## src/tfx_defs.svh

```systemverilog
`ifndef TFX_DEFS_SVH
`define TFX_DEFS_SVH
// ****************************************
// instruction cycle timing
// ****************************************
// oscillator periods in one instruction cycle
`define TFX_OSC_PER_ICYC 4
// ****************************************
// reset values
// ****************************************
`define TFX_PC_RESET 16'h0000
`define TFX_SP_RESET 16'h0000
`define TFX_PS_RESET 16'h0000
// ****************************************
// program status word layout
// ****************************************
// bank select field
`define TFX_PS_BANK_HI 15
`define TFX_PS_BANK_LO 11
// condition flags in the low byte
`define TFX_CC_N 3
`define TFX_CC_Z 2
`define TFX_CC_V 1
`define TFX_CC_C 0
// ****************************************
// opcodes that need special handling
// ****************************************
`define TFX_OP_SWAP 8'h10
`define TFX_OP_XCH_LOW 8'h42
`define TFX_OP_XCHW_T 8'h43
`define TFX_OP_PS_TO_A 8'h70
`define TFX_OP_A_TO_PS 8'h71
`endif

```

## src/tfx_pkg.sv

```systemverilog
package tfx_pkg;
  // ****************************************
  // sequencer and decode types
  // ****************************************
  // one state per instruction cycle kind
  typedef enum logic [2:0] {S_FETCH, S_OPND, S_ACC, S_PAD, S_OTHER} tfx_state_t;
  // where the data operand lives
  typedef enum logic [2:0] {EA_NONE, EA_DIR, EA_IX, EA_EXT, EA_EP, EA_A, EA_RI} tfx_ea_t;
  // what the instruction does with it
  typedef enum logic [2:0] {K_LD, K_ST, K_STIMM, K_STT, K_BIT, K_REG, K_OTHER} tfx_kind_t;
  // decoded opcode
  typedef struct packed {
    logic [4:0] cyc;
    logic [1:0] nbytes;
    tfx_ea_t ea;
    tfx_kind_t kind;
    logic word;
  } tfx_dec_t;
  // ****************************************
  // port carriers
  // ****************************************
  // memory request for one instruction cycle
  typedef struct packed {
    logic rd;
    logic wr;
    logic fetch;
    logic [15:0] addr;
    logic [7:0] wdata;
  } tfx_mem_req_t;
  // hand-off to the other instruction groups
  typedef struct packed {
    logic valid;
    logic [7:0] opcode;
    logic [2:0] vct;
    logic [15:0] pc;
  } tfx_other_req_t;
  // return from the other instruction groups
  typedef struct packed {
    logic done;
    logic [15:0] next_pc;
  } tfx_other_ret_t;
  // architectural state view
  typedef struct packed {
    logic [15:0] acc;
    logic [15:0] tmp;
    logic [15:0] ix;
    logic [15:0] ep;
    logic [15:0] sp;
    logic [15:0] pc;
    logic [15:0] ps;
  } tfx_arch_t;
endpackage : tfx_pkg

```

## src/tfx_icyc_timer.sv

```systemverilog
`timescale 1ns/1ns
`include "tfx_defs.svh"
module tfx_icyc_timer (
  input wire logic clock,
  input wire logic arst_n,
  output logic tick
);
  // ****************************************
  // oscillator period counter
  // ****************************************
  localparam logic [1:0] LAST = 2'(`TFX_OSC_PER_ICYC - 1); // last period of a cycle
  logic [1:0] cnt_q; // period within instruction cycle
  logic [1:0] cnt_d;

  // wrap after four periods
  always_comb begin
    cnt_d = (cnt_q == LAST) ? 2'h0 : cnt_q + 2'h1;
  end

  // count register
  always_ff @(posedge clock or negedge arst_n) begin
    if (!arst_n) begin
      cnt_q <= 2'h0;
    end else begin
      cnt_q <= cnt_d;
    end
  end

  // high in the last period of each instruction cycle
  assign tick = (cnt_q == LAST);
endmodule : tfx_icyc_timer

```

## src/tfx_gpr_bank.sv

```systemverilog
`timescale 1ns/1ns
module tfx_gpr_bank (
  input wire logic clock,
  input wire logic [4:0] bank,
  input wire logic [2:0] idx,
  input wire logic we,
  input wire logic [7:0] wdata,
  output logic [7:0] rdata
);
  // ****************************************
  // banked general registers
  // ****************************************
  logic [7:0] mem_q [0:255]; // 32 banks of eight bytes

  // bank and index form the row
  function automatic logic [7:0] row(input logic [4:0] b, input logic [2:0] i);
    row = {b, i};
  endfunction : row

  // write port
  always_ff @(posedge clock) begin
    if (we) begin
      mem_q[row(bank, idx)] <= wdata;
    end
  end

  // read port, combinational
  assign rdata = mem_q[row(bank, idx)];
endmodule : tfx_gpr_bank

```

## src/tfx_xfer_core.sv

```systemverilog
`timescale 1ns/1ns
`include "tfx_defs.svh"
// How it works
// - direct and offset bytes, extended address word
// - vector index is opcode low three bits
// - bit operand is direct byte plus bit
// - eight general bytes per bank
// - five-bit bank select picks the bank
// - flags byte lives in status word
// - sixteen-bit pointers moved by word transfers
// - accumulator works as byte or word
// - temporary accumulator works as byte or word
// - byte load copies only low byte over
// - word results write accumulator upper byte
// - low three opcode bits pick register
// - operand bytes follow assembler order
// - word store writes high then low
// - indirect word store of temporary, high first
// - immediate byte load sets negative, zero
// - byte exchange swaps only low bytes
// - bit set and clear, read-modify-write
// - swap exchanges accumulator bytes
// - only marked instructions change flags
// - pad to the cycle count, then fetch
// - instruction cycle is four clock periods
module tfx_xfer_core (
  input wire logic clock,
  input wire logic arst_n,
  output tfx_pkg::tfx_mem_req_t mem_req,
  input wire logic [7:0] mem_rdata,
  output tfx_pkg::tfx_other_req_t other_req,
  input wire tfx_pkg::tfx_other_ret_t other_ret,
  output tfx_pkg::tfx_arch_t arch
);
  // ****************************************
  // helper functions
  // ****************************************
  // build one decode entry
  function automatic tfx_pkg::tfx_dec_t mk(input logic [4:0] c, input logic [1:0] n,
                                           input tfx_pkg::tfx_ea_t e,
                                           input tfx_pkg::tfx_kind_t k, input logic w);
    mk = '{cyc: c, nbytes: n, ea: e, kind: k, word: w};
  endfunction : mk

  // opcode to cycles, bytes, operand and action
  function automatic tfx_pkg::tfx_dec_t tfx_decode(input logic [7:0] o);
    tfx_pkg::tfx_dec_t d;
    d = mk(5'h1, 2'h1, tfx_pkg::EA_NONE, tfx_pkg::K_OTHER, 1'b0);
    unique casez (o)
      8'h45: d = mk(5'h3, 2'h2, tfx_pkg::EA_DIR, tfx_pkg::K_ST, 1'b0);
      8'h46: d = mk(5'h4, 2'h2, tfx_pkg::EA_IX, tfx_pkg::K_ST, 1'b0);
      8'h61: d = mk(5'h4, 2'h3, tfx_pkg::EA_EXT, tfx_pkg::K_ST, 1'b0);
      8'h47: d = mk(5'h3, 2'h1, tfx_pkg::EA_EP, tfx_pkg::K_ST, 1'b0);
      8'b0100_1???: d = mk(5'h3, 2'h1, tfx_pkg::EA_RI, tfx_pkg::K_ST, 1'b0);
      8'h04: d = mk(5'h2, 2'h2, tfx_pkg::EA_NONE, tfx_pkg::K_LD, 1'b0);
      8'h05: d = mk(5'h3, 2'h2, tfx_pkg::EA_DIR, tfx_pkg::K_LD, 1'b0);
      8'h06: d = mk(5'h4, 2'h2, tfx_pkg::EA_IX, tfx_pkg::K_LD, 1'b0);
      8'h60: d = mk(5'h4, 2'h3, tfx_pkg::EA_EXT, tfx_pkg::K_LD, 1'b0);
      8'h92: d = mk(5'h3, 2'h1, tfx_pkg::EA_A, tfx_pkg::K_LD, 1'b0);
      8'h07: d = mk(5'h3, 2'h1, tfx_pkg::EA_EP, tfx_pkg::K_LD, 1'b0);
      8'b0000_1???: d = mk(5'h3, 2'h1, tfx_pkg::EA_RI, tfx_pkg::K_LD, 1'b0);
      8'h85: d = mk(5'h4, 2'h3, tfx_pkg::EA_DIR, tfx_pkg::K_STIMM, 1'b0);
      8'h86: d = mk(5'h5, 2'h3, tfx_pkg::EA_IX, tfx_pkg::K_STIMM, 1'b0);
      8'h87: d = mk(5'h4, 2'h2, tfx_pkg::EA_EP, tfx_pkg::K_STIMM, 1'b0);
      8'b1000_1???: d = mk(5'h4, 2'h2, tfx_pkg::EA_RI, tfx_pkg::K_STIMM, 1'b0);
      8'hd5: d = mk(5'h4, 2'h2, tfx_pkg::EA_DIR, tfx_pkg::K_ST, 1'b1);
      8'hd6: d = mk(5'h5, 2'h2, tfx_pkg::EA_IX, tfx_pkg::K_ST, 1'b1);
      8'hd4: d = mk(5'h5, 2'h3, tfx_pkg::EA_EXT, tfx_pkg::K_ST, 1'b1);
      8'hd7: d = mk(5'h4, 2'h1, tfx_pkg::EA_EP, tfx_pkg::K_ST, 1'b1);
      8'he4: d = mk(5'h3, 2'h3, tfx_pkg::EA_NONE, tfx_pkg::K_LD, 1'b1);
      8'hc5: d = mk(5'h4, 2'h2, tfx_pkg::EA_DIR, tfx_pkg::K_LD, 1'b1);
      8'hc6: d = mk(5'h5, 2'h2, tfx_pkg::EA_IX, tfx_pkg::K_LD, 1'b1);
      8'hc4: d = mk(5'h5, 2'h3, tfx_pkg::EA_EXT, tfx_pkg::K_LD, 1'b1);
      8'h93: d = mk(5'h4, 2'h1, tfx_pkg::EA_A, tfx_pkg::K_LD, 1'b1);
      8'hc7: d = mk(5'h4, 2'h1, tfx_pkg::EA_EP, tfx_pkg::K_LD, 1'b1);
      8'he1, 8'he2, 8'he3, 8'hf0, 8'hf1, 8'hf2, 8'hf3, 8'h70, 8'h71, 8'h10, 8'h42:
        d = mk(5'h2, 2'h1, tfx_pkg::EA_NONE, tfx_pkg::K_REG, 1'b1);
      8'he5, 8'he6, 8'he7: d = mk(5'h3, 2'h3, tfx_pkg::EA_NONE, tfx_pkg::K_REG, 1'b1);
      8'hf5, 8'hf6, 8'hf7, 8'h43: d = mk(5'h3, 2'h1, tfx_pkg::EA_NONE, tfx_pkg::K_REG, 1'b1);
      8'h82: d = mk(5'h3, 2'h1, tfx_pkg::EA_A, tfx_pkg::K_STT, 1'b0);
      8'h83: d = mk(5'h4, 2'h1, tfx_pkg::EA_A, tfx_pkg::K_STT, 1'b1);
      8'b1010_????: d = mk(5'h4, 2'h2, tfx_pkg::EA_DIR, tfx_pkg::K_BIT, 1'b0);
      default: ;
    endcase
    tfx_decode = d;
  endfunction : tfx_decode

  // number of data accesses of an instruction
  function automatic logic [1:0] tfx_nacc(input tfx_pkg::tfx_dec_t d);
    if (d.ea == tfx_pkg::EA_NONE || d.ea == tfx_pkg::EA_RI) begin
      tfx_nacc = 2'h0;
    end else if (d.kind == tfx_pkg::K_BIT || d.word) begin
      tfx_nacc = 2'h2;
    end else begin
      tfx_nacc = 2'h1;
    end
  endfunction : tfx_nacc

  // effective address of the data operand
  function automatic logic [15:0] tfx_ea(input tfx_pkg::tfx_ea_t m, input logic [15:0] o,
                                         input logic [15:0] ixv, input logic [15:0] epv,
                                         input logic [15:0] av);
    unique case (m)
      tfx_pkg::EA_DIR: tfx_ea = {8'h00, o[15:8]};
      tfx_pkg::EA_IX: tfx_ea = ixv + {{8{o[15]}}, o[15:8]};
      tfx_pkg::EA_EXT: tfx_ea = o;
      tfx_pkg::EA_EP: tfx_ea = epv;
      tfx_pkg::EA_A: tfx_ea = av;
      default: tfx_ea = 16'h0000;
    endcase
  endfunction : tfx_ea

  // one memory request
  function automatic tfx_pkg::tfx_mem_req_t tfx_mreq(input logic r, input logic w,
                                                    input logic f, input logic [15:0] a,
                                                    input logic [7:0] wd);
    tfx_mreq = '{rd: r, wr: w, fetch: f, addr: a, wdata: wd};
  endfunction : tfx_mreq

  // ****************************************
  // state
  // ****************************************
  tfx_pkg::tfx_state_t st_q, st_d; // sequencer state
  logic [7:0] op_q, op_d; // current opcode
  logic [15:0] opnd_q, opnd_d; // operand bytes, first in upper half
  logic [1:0] nop_q, nop_d; // operand bytes fetched
  logic [1:0] k_q, k_d; // data access index
  logic [15:0] ea_q, ea_d; // effective address
  logic [15:0] dat_q, dat_d; // data read, first byte in upper half
  logic [4:0] icyc_q, icyc_d; // instruction cycles completed
  logic [15:0] acc_q, acc_d, tmp_q, tmp_d; // accumulators
  logic [15:0] ix_q, ix_d, ep_q, ep_d, sp_q, sp_d, pc_q, pc_d, ps_q, ps_d; // pointers
  tfx_pkg::tfx_mem_req_t mem_q, mem_d; // memory request register
  tfx_pkg::tfx_other_req_t oth_q, oth_d; // hand-off register
  // combinational helpers
  logic tick; // last period of an instruction cycle
  logic [7:0] opc; // opcode being worked on
  tfx_pkg::tfx_dec_t dec; // its decode
  logic [1:0] nacc; // its data accesses
  logic [4:0] done_n; // cycles done at this tick
  logic [7:0] imm8; // last operand byte
  logic [15:0] src; // load source value
  logic [15:0] ptr; // pointer selected by opcode
  logic ops_ready, wb, finish, issue, pw_en; // step flags
  logic [15:0] pw_val; // pointer write value
  logic gpr_we; // general register write
  logic [7:0] gpr_wdata, gpr_rdata; // general register data
  logic [7:0] bmask; // single bit mask

  // ****************************************
  // submodules
  // ****************************************
  tfx_icyc_timer u_timer (
    .clock(clock),
    .arst_n(arst_n),
    .tick(tick)
  );

  tfx_gpr_bank u_gpr (
    .clock(clock),
    .bank(ps_q[`TFX_PS_BANK_HI:`TFX_PS_BANK_LO]),
    .idx(opc[2:0]),
    .we(gpr_we),
    .wdata(gpr_wdata),
    .rdata(gpr_rdata)
  );

  // ****************************************
  // sequencer next state
  // ****************************************
  always_comb begin
    opc = (st_q == tfx_pkg::S_FETCH) ? mem_rdata : op_q;
    dec = tfx_decode(opc);
    nacc = tfx_nacc(dec);
    done_n = (st_q == tfx_pkg::S_FETCH) ? 5'h1 : icyc_q + 5'h1;
    bmask = 8'h01 << opc[2:0];
    st_d = st_q;
    op_d = op_q;
    opnd_d = opnd_q;
    nop_d = nop_q;
    k_d = k_q;
    ea_d = ea_q;
    dat_d = dat_q;
    icyc_d = icyc_q;
    acc_d = acc_q;
    tmp_d = tmp_q;
    ix_d = ix_q;
    ep_d = ep_q;
    sp_d = sp_q;
    pc_d = pc_q;
    ps_d = ps_q;
    mem_d = mem_q;
    oth_d = oth_q;
    gpr_we = 1'b0;
    gpr_wdata = acc_q[7:0];
    ops_ready = 1'b0;
    wb = 1'b0;
    finish = 1'b0;
    issue = 1'b0;
    pw_en = 1'b0;
    pw_val = acc_q;
    src = dat_q;
    imm8 = 8'h00;
    ptr = pc_q;
    if (tick) begin
      icyc_d = done_n;
      unique case (st_q)
        // opcode byte arrives
        tfx_pkg::S_FETCH: begin
          op_d = mem_rdata;
          pc_d = pc_q + 16'h0001;
          nop_d = 2'h0;
          if (dec.kind == tfx_pkg::K_OTHER) begin
            // vector index rides along for the call logic
            oth_d = '{valid: 1'b1, opcode: mem_rdata, vct: mem_rdata[2:0], pc: pc_d};
            mem_d = tfx_mreq(1'b0, 1'b0, 1'b0, pc_d, 8'h00);
            st_d = tfx_pkg::S_OTHER;
          end else if (dec.nbytes == 2'h1) begin
            ops_ready = 1'b1;
          end else begin
            st_d = tfx_pkg::S_OPND;
            mem_d = tfx_mreq(1'b1, 1'b0, 1'b0, pc_d, 8'h00);
          end
        end
        // operand bytes in program order
        tfx_pkg::S_OPND: begin
          if (nop_q == 2'h0) begin
            opnd_d[15:8] = mem_rdata;
          end else begin
            opnd_d[7:0] = mem_rdata;
          end
          nop_d = nop_q + 2'h1;
          pc_d = pc_q + 16'h0001;
          if (nop_q + 2'h2 == dec.nbytes) begin
            ops_ready = 1'b1;
          end else begin
            mem_d = tfx_mreq(1'b1, 1'b0, 1'b0, pc_d, 8'h00);
          end
        end
        // data access ends
        tfx_pkg::S_ACC: begin
          if (mem_q.rd) begin
            dat_d = {dat_q[7:0], mem_rdata};
          end
          k_d = k_q + 2'h1;
          if (k_d == nacc) begin
            wb = 1'b1;
            finish = 1'b1;
          end else begin
            issue = 1'b1;
          end
        end
        // idle cycle to reach the count
        tfx_pkg::S_PAD: finish = 1'b1;
        // outside logic runs the instruction
        tfx_pkg::S_OTHER: begin
          if (other_ret.done) begin
            oth_d.valid = 1'b0;
            pc_d = other_ret.next_pc;
            st_d = tfx_pkg::S_FETCH;
            mem_d = tfx_mreq(1'b1, 1'b0, 1'b1, pc_d, 8'h00);
          end
        end
        default: ;
      endcase
      imm8 = (dec.nbytes == 2'h3) ? opnd_d[7:0] : opnd_d[15:8];
      // operands complete: address and first access
      if (ops_ready) begin
        ea_d = tfx_ea(dec.ea, opnd_d, ix_q, ep_q, acc_q);
        if (nacc == 2'h0) begin
          wb = 1'b1;
          finish = 1'b1;
        end else begin
          st_d = tfx_pkg::S_ACC;
          k_d = 2'h0;
          issue = 1'b1;
        end
      end
      // data access for the next instruction cycle
      if (issue) begin
        unique case (dec.kind)
          tfx_pkg::K_LD: mem_d = tfx_mreq(1'b1, 1'b0, 1'b0, ea_d + {14'h0, k_d}, 8'h00);
          tfx_pkg::K_ST: mem_d = tfx_mreq(1'b0, 1'b1, 1'b0, ea_d + {14'h0, k_d},
                                  (dec.word && k_d == 2'h0) ? acc_q[15:8] : acc_q[7:0]);
          tfx_pkg::K_STT: mem_d = tfx_mreq(1'b0, 1'b1, 1'b0, ea_d + {14'h0, k_d},
                                  (dec.word && k_d == 2'h0) ? tmp_q[15:8] : tmp_q[7:0]);
          tfx_pkg::K_STIMM: mem_d = tfx_mreq(1'b0, 1'b1, 1'b0, ea_d, imm8);
          tfx_pkg::K_BIT: begin
            // read the byte, then write it back with one bit changed
            if (k_d == 2'h0) begin
              mem_d = tfx_mreq(1'b1, 1'b0, 1'b0, ea_d, 8'h00);
            end else begin
              mem_d = tfx_mreq(1'b0, 1'b1, 1'b0, ea_d,
                               opc[3] ? (dat_d[7:0] | bmask) : (dat_d[7:0] & ~bmask));
            end
          end
          default: ;
        endcase
      end
      // register results
      if (wb) begin
        unique case (dec.kind)
          tfx_pkg::K_LD: begin
            if (dec.ea == tfx_pkg::EA_NONE) begin
              src = dec.word ? opnd_d : {8'h00, imm8};
            end else if (dec.ea == tfx_pkg::EA_RI) begin
              src = {8'h00, gpr_rdata};
            end else begin
              src = dat_d;
            end
            if (dec.word) begin
              tmp_d = acc_q;
              acc_d = src;
              ps_d[`TFX_CC_N] = src[15];
              ps_d[`TFX_CC_Z] = (src == 16'h0000);
            end else begin
              tmp_d[7:0] = acc_q[7:0];
              acc_d[7:0] = src[7:0];
              ps_d[`TFX_CC_N] = src[7];
              ps_d[`TFX_CC_Z] = (src[7:0] == 8'h00);
            end
          end
          tfx_pkg::K_ST, tfx_pkg::K_STIMM: begin
            if (dec.ea == tfx_pkg::EA_RI) begin
              gpr_we = 1'b1;
              gpr_wdata = (dec.kind == tfx_pkg::K_ST) ? acc_q[7:0] : imm8;
            end
          end
          tfx_pkg::K_REG: begin
            // pointer picked by low opcode bits, 0 is the counter
            unique case (opc[1:0])
              2'h1: ptr = sp_q;
              2'h2: ptr = ix_q;
              2'h3: ptr = ep_q;
              default: ptr = pc_d;
            endcase
            unique casez (opc)
              8'b1110_00??: pw_en = 1'b1;
              8'b1110_01??: begin
                pw_en = 1'b1;
                pw_val = opnd_d;
              end
              8'b1111_00??: acc_d = ptr;
              8'b1111_01??: begin
                acc_d = ptr;
                pw_en = 1'b1;
              end
              `TFX_OP_PS_TO_A: acc_d = ps_q;
              `TFX_OP_A_TO_PS: ps_d = acc_q;
              `TFX_OP_SWAP: acc_d = {acc_q[7:0], acc_q[15:8]};
              `TFX_OP_XCH_LOW: begin
                acc_d[7:0] = tmp_q[7:0];
                tmp_d[7:0] = acc_q[7:0];
              end
              `TFX_OP_XCHW_T: begin
                acc_d = tmp_q;
                tmp_d = acc_q;
              end
              default: ;
            endcase
            if (pw_en) begin
              unique case (opc[1:0])
                2'h1: sp_d = pw_val;
                2'h2: ix_d = pw_val;
                2'h3: ep_d = pw_val;
                default: ;
              endcase
            end
          end
          default: ;
        endcase
      end
      // end of work: next opcode or idle padding
      if (finish) begin
        if (done_n >= dec.cyc) begin
          st_d = tfx_pkg::S_FETCH;
          mem_d = tfx_mreq(1'b1, 1'b0, 1'b1, pc_d, 8'h00);
        end else begin
          st_d = tfx_pkg::S_PAD;
          mem_d = tfx_mreq(1'b0, 1'b0, 1'b0, pc_d, 8'h00);
        end
      end
    end
  end

  // ****************************************
  // state registers
  // ****************************************
  always_ff @(posedge clock or negedge arst_n) begin
    if (!arst_n) begin
      st_q <= tfx_pkg::S_FETCH;
      op_q <= 8'h00;
      opnd_q <= 16'h0000;
      nop_q <= 2'h0;
      k_q <= 2'h0;
      ea_q <= 16'h0000;
      dat_q <= 16'h0000;
      icyc_q <= 5'h0;
      acc_q <= 16'h0000;
      tmp_q <= 16'h0000;
      ix_q <= 16'h0000;
      ep_q <= 16'h0000;
      sp_q <= `TFX_SP_RESET;
      pc_q <= `TFX_PC_RESET;
      ps_q <= `TFX_PS_RESET;
      mem_q <= '{rd: 1'b1, wr: 1'b0, fetch: 1'b1, addr: `TFX_PC_RESET, wdata: 8'h00};
      oth_q <= '0;
    end else begin
      st_q <= st_d;
      op_q <= op_d;
      opnd_q <= opnd_d;
      nop_q <= nop_d;
      k_q <= k_d;
      ea_q <= ea_d;
      dat_q <= dat_d;
      icyc_q <= icyc_d;
      acc_q <= acc_d;
      tmp_q <= tmp_d;
      ix_q <= ix_d;
      ep_q <= ep_d;
      sp_q <= sp_d;
      pc_q <= pc_d;
      ps_q <= ps_d;
      mem_q <= mem_d;
      oth_q <= oth_d;
    end
  end

  // ****************************************
  // outputs
  // ****************************************
  assign mem_req = mem_q;
  assign other_req = oth_q;
  assign arch = '{acc: acc_q, tmp: tmp_q, ix: ix_q, ep: ep_q, sp: sp_q, pc: pc_q, ps: ps_q};
endmodule : tfx_xfer_core

```

## config.mk

```make
export PLATFORM = sky130hd
export DESIGN_NAME = tfx_xfer_core
export DESIGN_NICKNAME = d
export VERILOG_FILES = /design/src/tfx_pkg.sv /design/src/tfx_icyc_timer.sv /design/src/tfx_gpr_bank.sv /design/src/tfx_xfer_core.sv
export VERILOG_INCLUDE_DIRS = /design/src
export SDC_FILE = /design/constraint.sdc
export NUM_CORES = 2
export LEC_CHECK = 0
export ABC_CLOCK_PERIOD_IN_PS = 8800
export BUFFER_PORTS_ARGS = -buffer_cell sky130_fd_sc_hd__buf_2
export CORE_ASPECT_RATIO = 1.2
export CORE_MARGIN = 2
export CORE_UTILIZATION = 41
export DETAILED_ROUTE_END_ITERATION = 16
export MAX_ROUTING_LAYER = met4
export PLACE_DENSITY_LB_ADDON = 0.12
export RECOVER_POWER = 25
export SLEW_MARGIN = 10
export SYNTH_ARGS = -nofsm -noshare
export SYNTH_HDL_FRONTEND = slang
export SYNTH_SLANG_ARGS = --single-unit
```

## constraint.sdc

```tcl
create_clock -name clock -period 8.8 [get_ports clock]
set_input_delay 0.88 -clock clock [delete_from_list [all_inputs] [get_ports clock]]
set_output_delay 0.88 -clock clock [all_outputs]
set_load 0.01 [all_outputs]
```

==> impl_metrics.yaml <==
floorplan:
  die_w_um: 451
  core-area_um2: 238000
  io-pin-count: 194
  dieArea_um2: 244000
  initial_utilization: 0.413
  die_y_um: 541
  fp-row-count: 196
power_and_ir_drop:
  leakagePower_nw: 37.9
  peakVddDrop_uv: 295
  p_total_w: 0.0414
  powerDensity_nw_per_um2: 376
final_layout:
  synthToLayoutAreaGrowth_pct: 12.0
  n_fill_cell: 21700
  fin_cells: 11500
  fin_nets: 8190
  drive_above_1_share: 0.0922
  post-route-util: 0.462
sta:
  slew_violations: 575
  fin_ws_ns: 0.821
  max_freq_mhz: 125
  fin_crit_ns: 7.98
  finalCritPeriodShare: 0.907
  relSlewSlack: -2.89
  worstMarginPinSlew_ns: 5.83
  final.setup_skew_ns: 0.0878
  setup_tns_ns: 0
  rsz0062_at_grt: "false"
  hold_viol_final: 0
  setup_viol: 0
route:
  first_pass_iters: 8
  drtIter0Drc: 8609
  wirelength_um: 371000
  viasPerCell: 6.10
  via_count: 70100
  drc: 0
  ant_nets: 0
  wl_per_cell_um: 32.3
clock_network:
  cts_buffer_depth: 4
  tritoncts.num_buffers: 231
  insertion_delay_ns: 0.93
  cts_tree: "done"
  cts.sinks: 2282
  cts_root_buffer: "clkbuf_16"
  cts_hold_buf: 0
  cts_resized: 0
  cts_setup_buffers: 0
  path_clk_slew_ns: 0.06
  htreeDepth: 4
synthesis:
  syn_nets: 8148
  synth_seq_area_share: 0.685
  netlist.area_leader.share: 0.625
  synth_compound_area_frac: 0.0865
  ys_ff_latch: 2282
  synthFlopType: "edfxtp_1"
  netlist_instances: 8095
  synth_top_family_by_area: "simple AND/OR/NAND/NOR gates"
  synthTopCellsByArea: "edfxtp_1 63%, nand2_1 7.9%, dfrtp_1 5.9%"
  yosysTopAreaCell: "edfxtp_1"
  synth_fa_ha_area_frac: 0.00346
  synth.area.mux_share: 0.0352
  netlist_area_um2: 98400
  yosysWarnings: 0
  async_flop_share: 0.103
  synth.distinct_cells: 101
  synth_area_per_cell_um2: 12.2
  synth_xor_area_frac: 0.00410
  yosys.area_share.simple: 0.160
  synth_edf_count: 2048
setup_path:
  startpoint_type: "flip-flop"
  crit_type: "reg -> reg"
  endpoint_kind: "flip-flop"
  worstPathRequired_ns: 9.34
  cp_max_fo: 38
  crit_arrival_ns: 8.52
  r2r_setup_slack_ns: 0.82
place:
  hpwl_um: 230000
  place_inst: 11100
  portBuffers: 193
  post-place-ws_ns: 1.05
  gp_congestion: 0.992
global_routing:
  grt.total_usage: 0.306
  grt-ovfl-total: 0
  grt_pass1_vias: 68000
  grt_first_pass_wirelength_um: 522000
  antenna_found_initial: 23
  grt_max_degree: 161
job:
  cap_violations: 11
min_path:
  hold_path.class: "in -> reg"
run_status:
  outcome: "complete, but fails checks"
  violations: "capacitance limit, slew limit"
[worst max-delay path: stages, from the launching register on]
cell and delay, ns:
dfrtp_1 0.74, or3_4 0.60, mux2i_1 0.61, nor3_1 0.21, a2111oi_2 0.44, nand3_1 0.63
nor3_4 0.49, mux2i_1 0.25, a21oi_1 0.35, o21a_1 0.38, and3_1 0.30, buf_4 0.54
nand3_1 1.04, nor2_1 1.01
[layer usage]
metal | track usage | vias to the layer above | wire length, um
met5 | - | - | 0
met2 | 0.492 | 3625 | 177000
met4 | 0.166 | 0 | 23700
met3 | 0.0411 | 828 | 28600
met1 | 0.376 | 35600 | 141000
li1 | - | 30100 | -
[layout make-up]
class	instances	area [um2]	share of cell area
multi-input combinational	5193	28800	0.261
inverter	38	143	0.00130
clock inverter	152	1420	0.0129
sequential	2282	67400	0.612
tap	3168	3960	0.0360
antenna	14	35.0	0.000318
clock buffer	259	5930	0.0538
timing repair buffer	391	2520	0.0229
[cell usage in the layout (no fill, tap or decap), types with 21 or more instances in the layout]
cell type,netlist,layout
nand2_2,6,21
clkbuf_16,0,233
mux2i_1,86,87
mux2_2,126,111
clkinv_1,2,58
a221oi_1,51,49
clkinv_2,0,42
buf_12,0,24
edfxtp_1,2048,2048
mux2_1,30,36
o22ai_1,27,27
a22oi_1,22,22
a32o_1,26,26
and3_1,364,364
dfrtp_1,232,232
clkbuf_1,340,203
o21ai_0,112,113
inv_1,36,36
nand4_1,33,33
buf_2,95,35
nand3_1,431,432
a22o_1,21,21
nor2_1,494,485
mux4_2,34,34
a31oi_1,270,270
ha_1,24,24
nand2_1,2080,2062
buf_4,6,152
a311oi_1,159,159
nor3_1,61,60
a21oi_1,247,247
o211ai_1,31,31
bufinv_16,0,26
a211oi_1,68,68
xnor2_1,26,26
[final timing paths]
path / depth (start not counted) / from / end
max in group asynchronous: 1 / arst_n / pc_q[2]
worst max-delay path: 13 / st_q[1] / u_gpr.mem_q[185][0]
min in group asynchronous: 1 / arst_n / other_req[21]
worst min register to register: 1 / u_timer.cnt_q[0] / u_timer.cnt_q[0]
worst min-delay path: 3 / other_ret[14] / pc_q[14]
worst max register to register: 13 / st_q[1] / u_gpr.mem_q[185][0]
[power breakdown]
part / internal, W / total, W / switching, W
clock network: 0.00557 / 0.00983 / 0.00426
registers: 0.0130 / 0.0135 / 0.000499
logic: 0.00472 / 0.0180 / 0.0133
total: 0.0233 / 0.0414 / 0.0181
[kinds of logic after synthesis]
kind of cell,after synthesis
flops,2282
buf+inv,620
xor+xnor,46
mux,280
fa+ha+maj,26
compound gates,1220
simple gates,3621
[registers in the layout, indices dropped and copies added, names as in the netlist]
signal / cells
op_q: 8
dat_q: 16
ix_q: 16
k_q: 2
ps_q: 16
acc_q: 16
u_gpr.mem_q: 2048
sp_q: 16
st_q: 3
pc_q: 16
nop_q: 2
opnd_q: 16
tmp_q: 16
icyc_q: 5
other_req: 25
ea_q: 16
u_timer.cnt_q: 2
ep_q: 16
mem_req: 27
[per-stage QoR]
stage               cell area (um2)  hold slack, ns
finish                       110000           0.359
global route                 110000           0.403
CTS                          110000          0.0289
detailed placement           103000           0.465
global placement             103000           0.462
floorplan                     98400           0.403
[Yosys cell counts (112+ instances only)]
library cell	n
clkbuf_1	340
nand3_1	431
dfrtp_1	232
and3_1	364
a311oi_1	159
mux2_2	126
o21ai_0	112
nor2_1	494
nand2_1	2080
a31oi_1	270
buf_1	135
a21oi_1	247
edfxtp_1	2048
Note: power is estimated with default switching activity, not from simulation.
